**src/shared/cbe_pkg.sv**
```systemverilog
`default_nettype none
package cbe_pkg;
    // register index of the lower port bit error status register
    localparam logic [11:0] CBE_STATUS_IDX = 12'h786;
    // byte address of that register, four times its index
    localparam logic [13:0] CBE_STATUS_ADDR = 14'h1e18;
    // interrupt mask register, a word after the status register
    localparam logic [13:0] CBE_MASK_ADDR = 14'h1e1c;
    // interrupt event register, write one to clear
    localparam logic [13:0] CBE_EVENT_ADDR = 14'h1e20;
    // status field positions
    localparam int CBE_BIT_WEAK = 0;
    localparam int CBE_BIT_SYNC = 1;
    localparam int CBE_BIT_PRE = 2;
    localparam int CBE_BIT_TAG = 3;
    localparam int CBE_BIT_ABN = 4;
    // reset values
    localparam logic [7:0] CBE_STATUS_RST = 8'h00;
    localparam logic [4:0] CBE_MASK_RST = 5'h00;
    // live bits of the status register
    localparam logic [7:0] CBE_STATUS_MASK = 8'h1f;
    // address width of the register port
    localparam int CBE_AW = 14;
endpackage : cbe_pkg
`default_nettype wire

```
**src/rtl/cbe_sticky.sv**
```systemverilog
`default_nettype none
// one sticky event bit: set wins over a write-one clear
module cbe_sticky (
    input wire logic sys_clk_in,
    input wire logic sys_rst_in,
    input wire logic set_in,
    input wire logic clr_in,
    output logic q_out
);
    logic q_reg;
    logic q_next;

    // next value: hold, clear, then set with priority
    always_comb begin
        q_next = q_reg;
        if (clr_in) begin
            q_next = 1'b0;
        end
        if (set_in) begin
            q_next = 1'b1;
        end
    end

    // register only
    always_ff @(posedge sys_clk_in or posedge sys_rst_in) begin
        if (sys_rst_in) begin
            q_reg <= 1'b0;
        end else begin
            q_reg <= q_next;
        end
    end

    assign q_out = q_reg;
endmodule // cbe_sticky
`default_nettype wire

```
**src/rtl/cbe_status.sv**
```systemverilog
// Added by the designer: strobed register access.
`default_nettype none
// Functional notes
// - abnormal frame sets bit 4, marks forwarded frame
// - any individual error bit sets bit 4
// - unclassified abnormality, e.g. missing data, sets bit 4
// - preamble timing lock failure sets bit 2
// - missing sync half-bit or sync pair sets bit 1
// - weak data bit sample count sets bit 0
module cbe_status (
    input wire logic sys_clk_in,
    input wire logic sys_rst_in,
    // register port
    input wire logic [cbe_pkg::CBE_AW-1:0] reg_addr_in,
    input wire logic [31:0] reg_wdata_in,
    input wire logic reg_wr_in,
    input wire logic reg_rd_in,
    output logic [31:0] reg_rdata_out,
    // frame events from the receive front end, one-cycle pulses
    input wire logic frame_start_in,
    input wire logic frame_end_in,
    input wire logic preamble_lock_fail_in,
    input wire logic sync_miss_in,
    input wire logic weak_bit_in,
    input wire logic incoming_tag_in,
    input wire logic missing_data_in,
    // forwarded frame error marker, valid from the cycle after frame end and held to next start
    output logic forwarded_error_marker_out,
    // level interrupt
    output logic irq_out
);
    import cbe_pkg::*;

    ////////////////////////////////////////////////////////////////////////
    // status state
    logic [7:0] status_reg; // captured per frame
    logic [7:0] status_next;
    // register port state; next values ride beside their registers
    logic [4:0] mask_reg; // interrupt mask
    logic [4:0] mask_next;
    logic marker_reg; // forwarded marker
    logic marker_next;
    logic [31:0] rdata_reg;
    logic [31:0] rdata_next;
    logic irq_reg;
    logic irq_next;
    // event bookkeeping for the interrupt
    logic [4:0] evt_set; // per bit set pulses
    logic [4:0] evt_clr; // write-one clears
    logic [4:0] evt_q; // sticky event bits
    logic indiv_err; // any classified error this cycle

    // classified errors this cycle
    assign indiv_err = preamble_lock_fail_in | sync_miss_in | weak_bit_in
        | incoming_tag_in;

    // next status: a new frame clears, events set
    always_comb begin
        // default: hold the frame's view and the marker
        status_next = status_reg;
        marker_next = marker_reg;
        // a new frame opens clean; its own events still land below
        if (frame_start_in) begin
            status_next = CBE_STATUS_RST;
            marker_next = 1'b0;
        end
        // weak data bit: too few samples for a definite level
        if (weak_bit_in) begin
            status_next[CBE_BIT_WEAK] = 1'b1;
        end
        // sync half-bit or sync pair not found
        if (sync_miss_in) begin
            status_next[CBE_BIT_SYNC] = 1'b1;
        end
        // preamble seen but timing lock lost
        if (preamble_lock_fail_in) begin
            status_next[CBE_BIT_PRE] = 1'b1;
        end
        // frame arrived already tagged upstream
        if (incoming_tag_in) begin
            status_next[CBE_BIT_TAG] = 1'b1;
        end
        // summary: any classified or unclassified abnormality
        if (indiv_err || missing_data_in) begin
            status_next[CBE_BIT_ABN] = 1'b1;
        end
        // forwarded frame carries the marker when anything went wrong
        if (frame_end_in) begin
            marker_next = status_next[CBE_BIT_ABN];
        end
        // reserved bits never hold a one
        status_next = status_next & CBE_STATUS_MASK;
    end

    // register only; status and marker share one reset so both leave reset clear together
    always_ff @(posedge sys_clk_in or posedge sys_rst_in) begin
        if (sys_rst_in) begin
            // empty view, no marker
            status_reg <= CBE_STATUS_RST;
            marker_reg <= 1'b0;
        end else begin
            // take the next values
            status_reg <= status_next;
            marker_reg <= marker_next;
        end
    end

    ////////////////////////////////////////////////////////////////////////
    // interrupt events, one sticky bit per live status bit, bits 0 to 4
    always_comb begin
        // only a rising status bit counts as a new event
        evt_set = status_next[4:0] & ~status_reg[4:0];
        evt_clr = 5'h00;
        // write-one clears on the event address
        if (reg_wr_in && reg_addr_in == CBE_EVENT_ADDR) begin
            evt_clr = reg_wdata_in[4:0];
        end
    end

    // set wins over clear inside each bit
    genvar gi;
    generate
        for (gi = 0; gi < 5; gi++) begin : g_evt
            cbe_sticky u_sticky (
                .sys_clk_in(sys_clk_in),
                .sys_rst_in(sys_rst_in),
                .set_in(evt_set[gi]),
                .clr_in(evt_clr[gi]),
                .q_out(evt_q[gi])
            );
        end
    endgenerate

    ////////////////////////////////////////////////////////////////////////
    // register port: mask write, reads one cycle later
    always_comb begin
        mask_next = mask_reg;
        // read data is zero unless a strobe asks for it
        rdata_next = 32'h0000_0000;
        // irq follows the sticky bits through the mask
        irq_next = |(evt_q & mask_reg);
        // mask takes the low five bits of the write
        if (reg_wr_in && reg_addr_in == CBE_MASK_ADDR) begin
            mask_next = reg_wdata_in[4:0];
        end
        // status register writes fall through untouched
        if (reg_rd_in) begin
            unique case (reg_addr_in)
                CBE_STATUS_ADDR: rdata_next = {24'h000000, status_reg};
                CBE_MASK_ADDR: rdata_next = {27'h0000000, mask_reg};
                CBE_EVENT_ADDR: rdata_next = {27'h0000000, evt_q};
                default: rdata_next = 32'h0000_0000;
            endcase
        end
    end

    // register only
    // read data and irq are registered so the outputs never glitch
    always_ff @(posedge sys_clk_in or posedge sys_rst_in) begin
        if (sys_rst_in) begin
            // all masked, nothing to read, no interrupt
            mask_reg <= CBE_MASK_RST;
            rdata_reg <= 32'h0000_0000;
            irq_reg <= 1'b0;
        end else begin
            // take the next values
            mask_reg <= mask_next;
            rdata_reg <= rdata_next;
            irq_reg <= irq_next;
        end
    end

    // every output straight from a flip-flop
    assign reg_rdata_out = rdata_reg;
    assign forwarded_error_marker_out = marker_reg;
    assign irq_out = irq_reg;

    ////////////////////////////////////////////////////////////////////////
    // checks
    // all on the one clock; reset disables them
    // a cause is sampled one cycle before the bit it explains

    // weak data bit lands in bit 0 and the summary
    chk_weak_sets: assert property (@(posedge sys_clk_in) disable iff (sys_rst_in)
        weak_bit_in |=> status_reg[0] && status_reg[4])
        else $error("weak bit not recorded");

    // sync miss lands in bit 1 and the summary
    chk_sync_sets: assert property (@(posedge sys_clk_in) disable iff (sys_rst_in)
        sync_miss_in |=> status_reg[1] && status_reg[4])
        else $error("sync miss not recorded");

    // preamble lock failure lands in bit 2
    chk_pre_sets: assert property (@(posedge sys_clk_in) disable iff (sys_rst_in)
        preamble_lock_fail_in |=> status_reg[2])
        else $error("preamble fault not recorded");

    // incoming tag lands in bit 3
    chk_tag_sets: assert property (@(posedge sys_clk_in) disable iff (sys_rst_in)
        incoming_tag_in |=> status_reg[3])
        else $error("incoming tag not recorded");

    // no individual bit without the summary
    chk_summary_any: assert property (@(posedge sys_clk_in) disable iff (sys_rst_in)
        (|status_reg[3:0]) |-> status_reg[4])
        else $error("summary flag missing");

    // preamble fault also raises the summary
    chk_pre_summary: assert property (@(posedge sys_clk_in) disable iff (sys_rst_in)
        preamble_lock_fail_in |=> status_reg[CBE_BIT_ABN])
        else $error("summary missing after preamble fault");

    // incoming tag also raises the summary
    chk_tag_summary: assert property (@(posedge sys_clk_in) disable iff (sys_rst_in)
        incoming_tag_in |=> status_reg[CBE_BIT_ABN])
        else $error("summary missing after incoming tag");

    // unclassified abnormality raises the summary alone
    chk_missing_data: assert property (@(posedge sys_clk_in) disable iff (sys_rst_in)
        missing_data_in |=> status_reg[4])
        else $error("missing data not flagged");

    // summary never rises without a cause
    chk_summary_cause: assert property (@(posedge sys_clk_in) disable iff (sys_rst_in)
        $rose(status_reg[CBE_BIT_ABN]) |-> $past(indiv_err) || $past(missing_data_in))
        else $error("summary rose without a cause");

    // weak bit rises only for its own event
    chk_weak_cause: assert property (@(posedge sys_clk_in) disable iff (sys_rst_in)
        $rose(status_reg[CBE_BIT_WEAK]) |-> $past(weak_bit_in))
        else $error("weak bit rose without a cause");

    // sync bit rises only for its own event
    chk_sync_cause: assert property (@(posedge sys_clk_in) disable iff (sys_rst_in)
        $rose(status_reg[CBE_BIT_SYNC]) |-> $past(sync_miss_in))
        else $error("sync bit rose without a cause");

    // preamble bit rises only for its own event
    chk_pre_cause: assert property (@(posedge sys_clk_in) disable iff (sys_rst_in)
        $rose(status_reg[CBE_BIT_PRE]) |-> $past(preamble_lock_fail_in))
        else $error("preamble bit rose without a cause");

    // tag bit rises only for a tagged frame
    chk_tag_cause: assert property (@(posedge sys_clk_in) disable iff (sys_rst_in)
        $rose(status_reg[CBE_BIT_TAG]) |-> $past(incoming_tag_in))
        else $error("tag bit rose without a cause");

    // summary at frame end marks the forwarded frame
    chk_marker_fwd: assert property (@(posedge sys_clk_in) disable iff (sys_rst_in)
        frame_end_in && !frame_start_in && status_reg[4] |=> forwarded_error_marker_out)
        else $error("forwarded marker not set");

    // an error in the closing cycle still marks the frame
    chk_marker_late: assert property (@(posedge sys_clk_in) disable iff (sys_rst_in)
        frame_end_in && !frame_start_in && (indiv_err || missing_data_in)
        |=> forwarded_error_marker_out)
        else $error("late error not forwarded");

    // a clean frame is forwarded without the marker
    chk_marker_clean: assert property (@(posedge sys_clk_in) disable iff (sys_rst_in)
        frame_end_in && !frame_start_in && !status_reg[CBE_BIT_ABN] && !indiv_err
        && !missing_data_in |=> !forwarded_error_marker_out)
        else $error("clean frame forwarded with marker");

    // a new frame drops the marker of the last one
    chk_marker_clear: assert property (@(posedge sys_clk_in) disable iff (sys_rst_in)
        frame_start_in && !frame_end_in |=> !forwarded_error_marker_out)
        else $error("marker not cleared at frame start");

    // marker moves only at a frame edge
    chk_marker_hold: assert property (@(posedge sys_clk_in) disable iff (sys_rst_in)
        !frame_start_in && !frame_end_in |=> $stable(forwarded_error_marker_out))
        else $error("marker moved inside a frame");

    // a new frame with no event opens with a clean view
    chk_frame_clear: assert property (@(posedge sys_clk_in) disable iff (sys_rst_in)
        frame_start_in && !indiv_err && !missing_data_in |=> status_reg == CBE_STATUS_RST)
        else $error("status not cleared at frame start");

    // within a frame bits only move for an event
    chk_bits_hold: assert property (@(posedge sys_clk_in) disable iff (sys_rst_in)
        !frame_start_in && !indiv_err && !missing_data_in |=> $stable(status_reg))
        else $error("status moved without an event");

    // reserved bits read back as zero
    chk_reserved_bits_zero: assert property (@(posedge sys_clk_in) disable iff (sys_rst_in)
        reg_rd_in && reg_addr_in == CBE_STATUS_ADDR |=> reg_rdata_out[31:5] == 27'h0)
        else $error("reserved bits not zero");

    // read data is the status seen at the strobe
    chk_rdata_status: assert property (@(posedge sys_clk_in) disable iff (sys_rst_in)
        reg_rd_in && reg_addr_in == CBE_STATUS_ADDR
        |=> reg_rdata_out[7:0] == $past(status_reg))
        else $error("read data differs from status");

    // no strobe, no data
    chk_rdata_idle: assert property (@(posedge sys_clk_in) disable iff (sys_rst_in)
        !reg_rd_in |=> reg_rdata_out == 32'h0000_0000)
        else $error("read data outside its cycle");

    // status writes are ignored
    chk_ro_write: assert property (@(posedge sys_clk_in) disable iff (sys_rst_in)
        reg_wr_in && reg_addr_in == CBE_STATUS_ADDR && !frame_start_in && !indiv_err
        && !missing_data_in |=> $stable(status_reg))
        else $error("status changed by write");
endmodule // cbe_status
`default_nettype wire

```
**config.mk**
```make
export PLATFORM = sky130hd
export DESIGN_NAME = cbe_status
export DESIGN_NICKNAME = d
export VERILOG_FILES = /design/src/shared/cbe_pkg.sv /design/src/rtl/cbe_sticky.sv /design/src/rtl/cbe_status.sv
export SDC_FILE = /design/constraint.sdc
export NUM_CORES = 1
export LEC_CHECK = 0
export BUFFER_PORTS_ARGS = -buffer_cell sky130_fd_sc_hd__buf_2
export CAP_MARGIN = 20
export CORE_MARGIN = 2
export CORE_UTILIZATION = 44
export DETAILED_ROUTE_END_ITERATION = 10
export PLACE_DENSITY_LB_ADDON = 0.08
export SLEW_MARGIN = 25
export SYNTH_ARGS = -nofsm -noshare
export SYNTH_HDL_FRONTEND = slang
export SYNTH_HIERARCHICAL = 1
export SYNTH_SLANG_ARGS = --single-unit
```
**constraint.sdc**
```tcl
create_clock -name sys_clk_in -period 2.8 [get_ports sys_clk_in]
set_input_delay 0.56 -clock sys_clk_in [delete_from_list [all_inputs] [get_ports sys_clk_in]]
set_output_delay 0.56 -clock sys_clk_in [all_outputs]
set_load 0.02 [all_outputs]
```
==> impl_metrics.json <==
{
  "design.core.area_um2": 2810,
  "cts.repair.resized": 0,
  "gp_congestion": 0.758,
  "die_area_um2": 3470,
  "tightest_slew_ns": 0.653,
  "seqPwrFrac": 0.584,
  "cpLargestDelayFamily": "simple AND/OR/NAND/NOR gates",
  "ir_worst_vdd_uv": 265,
  "clockRootBuffer": "clkbuf_4",
  "dp_hpwl_um": 1920,
  "path_max_fanout": 7,
  "cts-htree-levels": 1,
  "status": "complete, but fails checks",
  "finalNonFillerCells": 194,
  "drive_above_1_share": 0.313,
  "insertedDiodeCount": 0,
  "synth.avg_cell_area_um2": 10.4,
  "fin_area_um2": 1430,
  "boundaryPins": 91,
  "hold_buffers": 0,
  "ys_types": 25,
  "place_area_um2": 1410,
  "insertion_delay_ns": 0.30,
  "grt_pass1_wl_um": 3760,
  "cts_setup_buffers": 0,
  "combPwrFrac": 0.171,
  "vias_per_cell": 4.65,
  "drc": 3,
  "syn_to_final_growth_pct": 7.74,
  "swShare": 0.278,
  "ys_seq_area_frac": 0.415,
  "crit_chain": "buf_2 -> nor4b_4 -> nand2_1 -> nor3_1 -> inv_1 -> a21o_1",
  "rows": 19,
  "overflow": 0,
  "hold_path_class": "in -> async",
  "critical_path_class": "in -> reg",
  "crit_path_max_incr_delay_ns": 0.43,
  "final.setup.tns_ns": 0,
  "clk_path_buf_depth": 2,
  "maxCapViolations": 0,
  "fin_skew_ns": 0.00595,
  "vias": 903,
  "power_switching_uw": 156,
  "cp.arrival_ns": 1.77,
  "slew_headroom": 0.564,
  "rsz0062_at_grt": "no",
  "internal_power_uw": 405,
  "endpoint_kind": "register",
  "slowest_stage": "nor4b_4",
  "worst_ep_required_time_ns": 3.00,
  "p_total_uw": 561,
  "startpoint_type": "primary input",
  "numCtsBuffers": 3,
  "initial_core_util": 0.472,
  "drv_slew": 0,
  "chipHeight_um": 58.9,
  "hold_violations": 0,
  "track_usage": 0.144,
  "cts.clk_slew.worst_paths_ns": 0.11,
  "drt-initial-drc-count": 16,
  "dr.pass1.iters": 7,
  "numClockSinks": 22,
  "first_global_vias": 846,
  "die_x_um": 58.9,
  "netlist_instances": 128,
  "ys_warn_count": 6,
  "clkPwrFrac": 0.245,
  "fin_crit_ns": 1.56,
  "violations": "design-rule violations",
  "grt_start_max_net_pins": 18,
  "ant_nets": 0,
  "antenna_found_initial": 0,
  "period_share": 0.558,
  "setup_viol": 0,
  "wirelength_um": 2280,
  "cts_tree": "done",
  "wl_per_cell_um": 11.7,
  "syn-cell-area_um2": 1330,
  "dp.cells": 191,
  "p_leak_nw": 0.746,
  "powerDensity_nw_per_um2": 393,
  "cp_num_buf_inv": 2,
  "fmax_mhz": 640,
  "nets": 222,
  "portBuffers": 36,
  "ys_ff_latch": 22
}
[path summary, 6_finish.rpt]
check,startpoint,endpoint,slack [ns],cells past startpoint
max in group asynchronous,sys_rst_in,mask_reg[2],2.00,2
min in group sys_clk_in,incoming_tag_in,status_reg[3],0.45,2
worst max register to register,status_reg[3],reg_rdata_out[3],1.73,3
worst min-delay path,sys_rst_in,g_evt[2].u_sticky/q_out,0.12,2
worst min register to register,forwarded_error_marker_out,forwarded_error_marker_out,0.51,1
worst max-delay path,reg_addr_in[2],g_evt[3].u_sticky/q_out,1.24,6
[stage by stage]
step	hold slack, ns	setup slack (ns)	util
global route	0.0880	1.15	0.509
global placement	0.446	0.914	0.501
floorplan	0.289	1.16	-
finish	0.116	1.24	0.509
detailed placement	0.448	0.899	0.501
CTS	0.113	1.22	0.509
[synth_stat cells (all sizes together)]
library cell / number / share of area
a21o: 9 / 0.051
a21oi: 1 / 0.0038
a222oi: 1 / 0.0076
a22o: 1 / 0.0066
a22oi: 6 / 0.034
and3b: 1 / 0.0066
and4: 1 / 0.0085
and4b: 2 / 0.015
buf: 30 / 0.18
conb: 1 / 0.0028
dfrtp: 22 / 0.42
inv: 17 / 0.048
mux2: 10 / 0.099
nand2: 2 / 0.0057
nand2b: 1 / 0.0047
nand3: 2 / 0.0076
nand4: 1 / 0.0047
nor2: 7 / 0.020
nor2b: 5 / 0.024
nor3: 6 / 0.023
nor4: 1 / 0.016
nor4b: 1 / 0.018
[final cells by class]
cell class / instances / area [um2]
Inverter: 17 / 63.8
Timing Repair Buffer: 36 / 180
Sequential cell: 22 / 551
Fill cell: 282 / 1380
Multi-Input combinational cell: 85 / 572
Clock buffer: 3 / 22.5
Tap cell: 31 / 38.8
[cells by family (layout without fill, tap and decap cells)]
logic type / Yosys count / in the layout / share of synthesized area
buffers and inverters: 47 / 56 / 0.227
AND/OR/NAND/NOR: 30 / 30 / 0.153
flip-flops: 22 / 22 / 0.415
AO/OA/AOI/OAI: 18 / 18 / 0.103
multiplexers: 10 / 10 / 0.0991
other: 1 / 27 / 0.00283
[cell usage in the layout, fill, tap and decap left out, types with 2 or more instances in the layout]
cell and count:
nand2_1 2, and4b_1 2, nor3_1 6, mux2_4 5
a22oi_1 6, dfrtp_1 22, conb_1 27, inv_1 17
clkbuf_4 3, nand3_1 2, nor2b_1 5, a21o_1 9
mux2_2 4, buf_2 36, nor2_1 7
[per-layer routing]
| metal | GRT usage | wire (um) | up-vias |
|---|---|---|---|
| li1 | - | - | 443 |
| met1 | 0.171 | 1000 | 421 |
| met2 | 0.249 | 1120 | 37 |
| met3 | 0.0571 | 150 | 2 |
| met4 | 0.0260 | 8 | 0 |
| met5 | 0 | 0 | - |
[power groups by stage]
stage | clock network (mW) | registers [mW] | logic, mW
3_3_place_gp | 0 | 0.334 | 0.0946
3_5_place_dp | 0 | 0.334 | 0.0963
4_1_cts | 0.141 | 0.328 | 0.0964
2_1_floorplan | 0 | 0.334 | 0.0938
6_report | 0.137 | 0.328 | 0.0959
5_1_grt | 0.158 | 0.328 | 0.106
(Power assumes the default switching activity.)
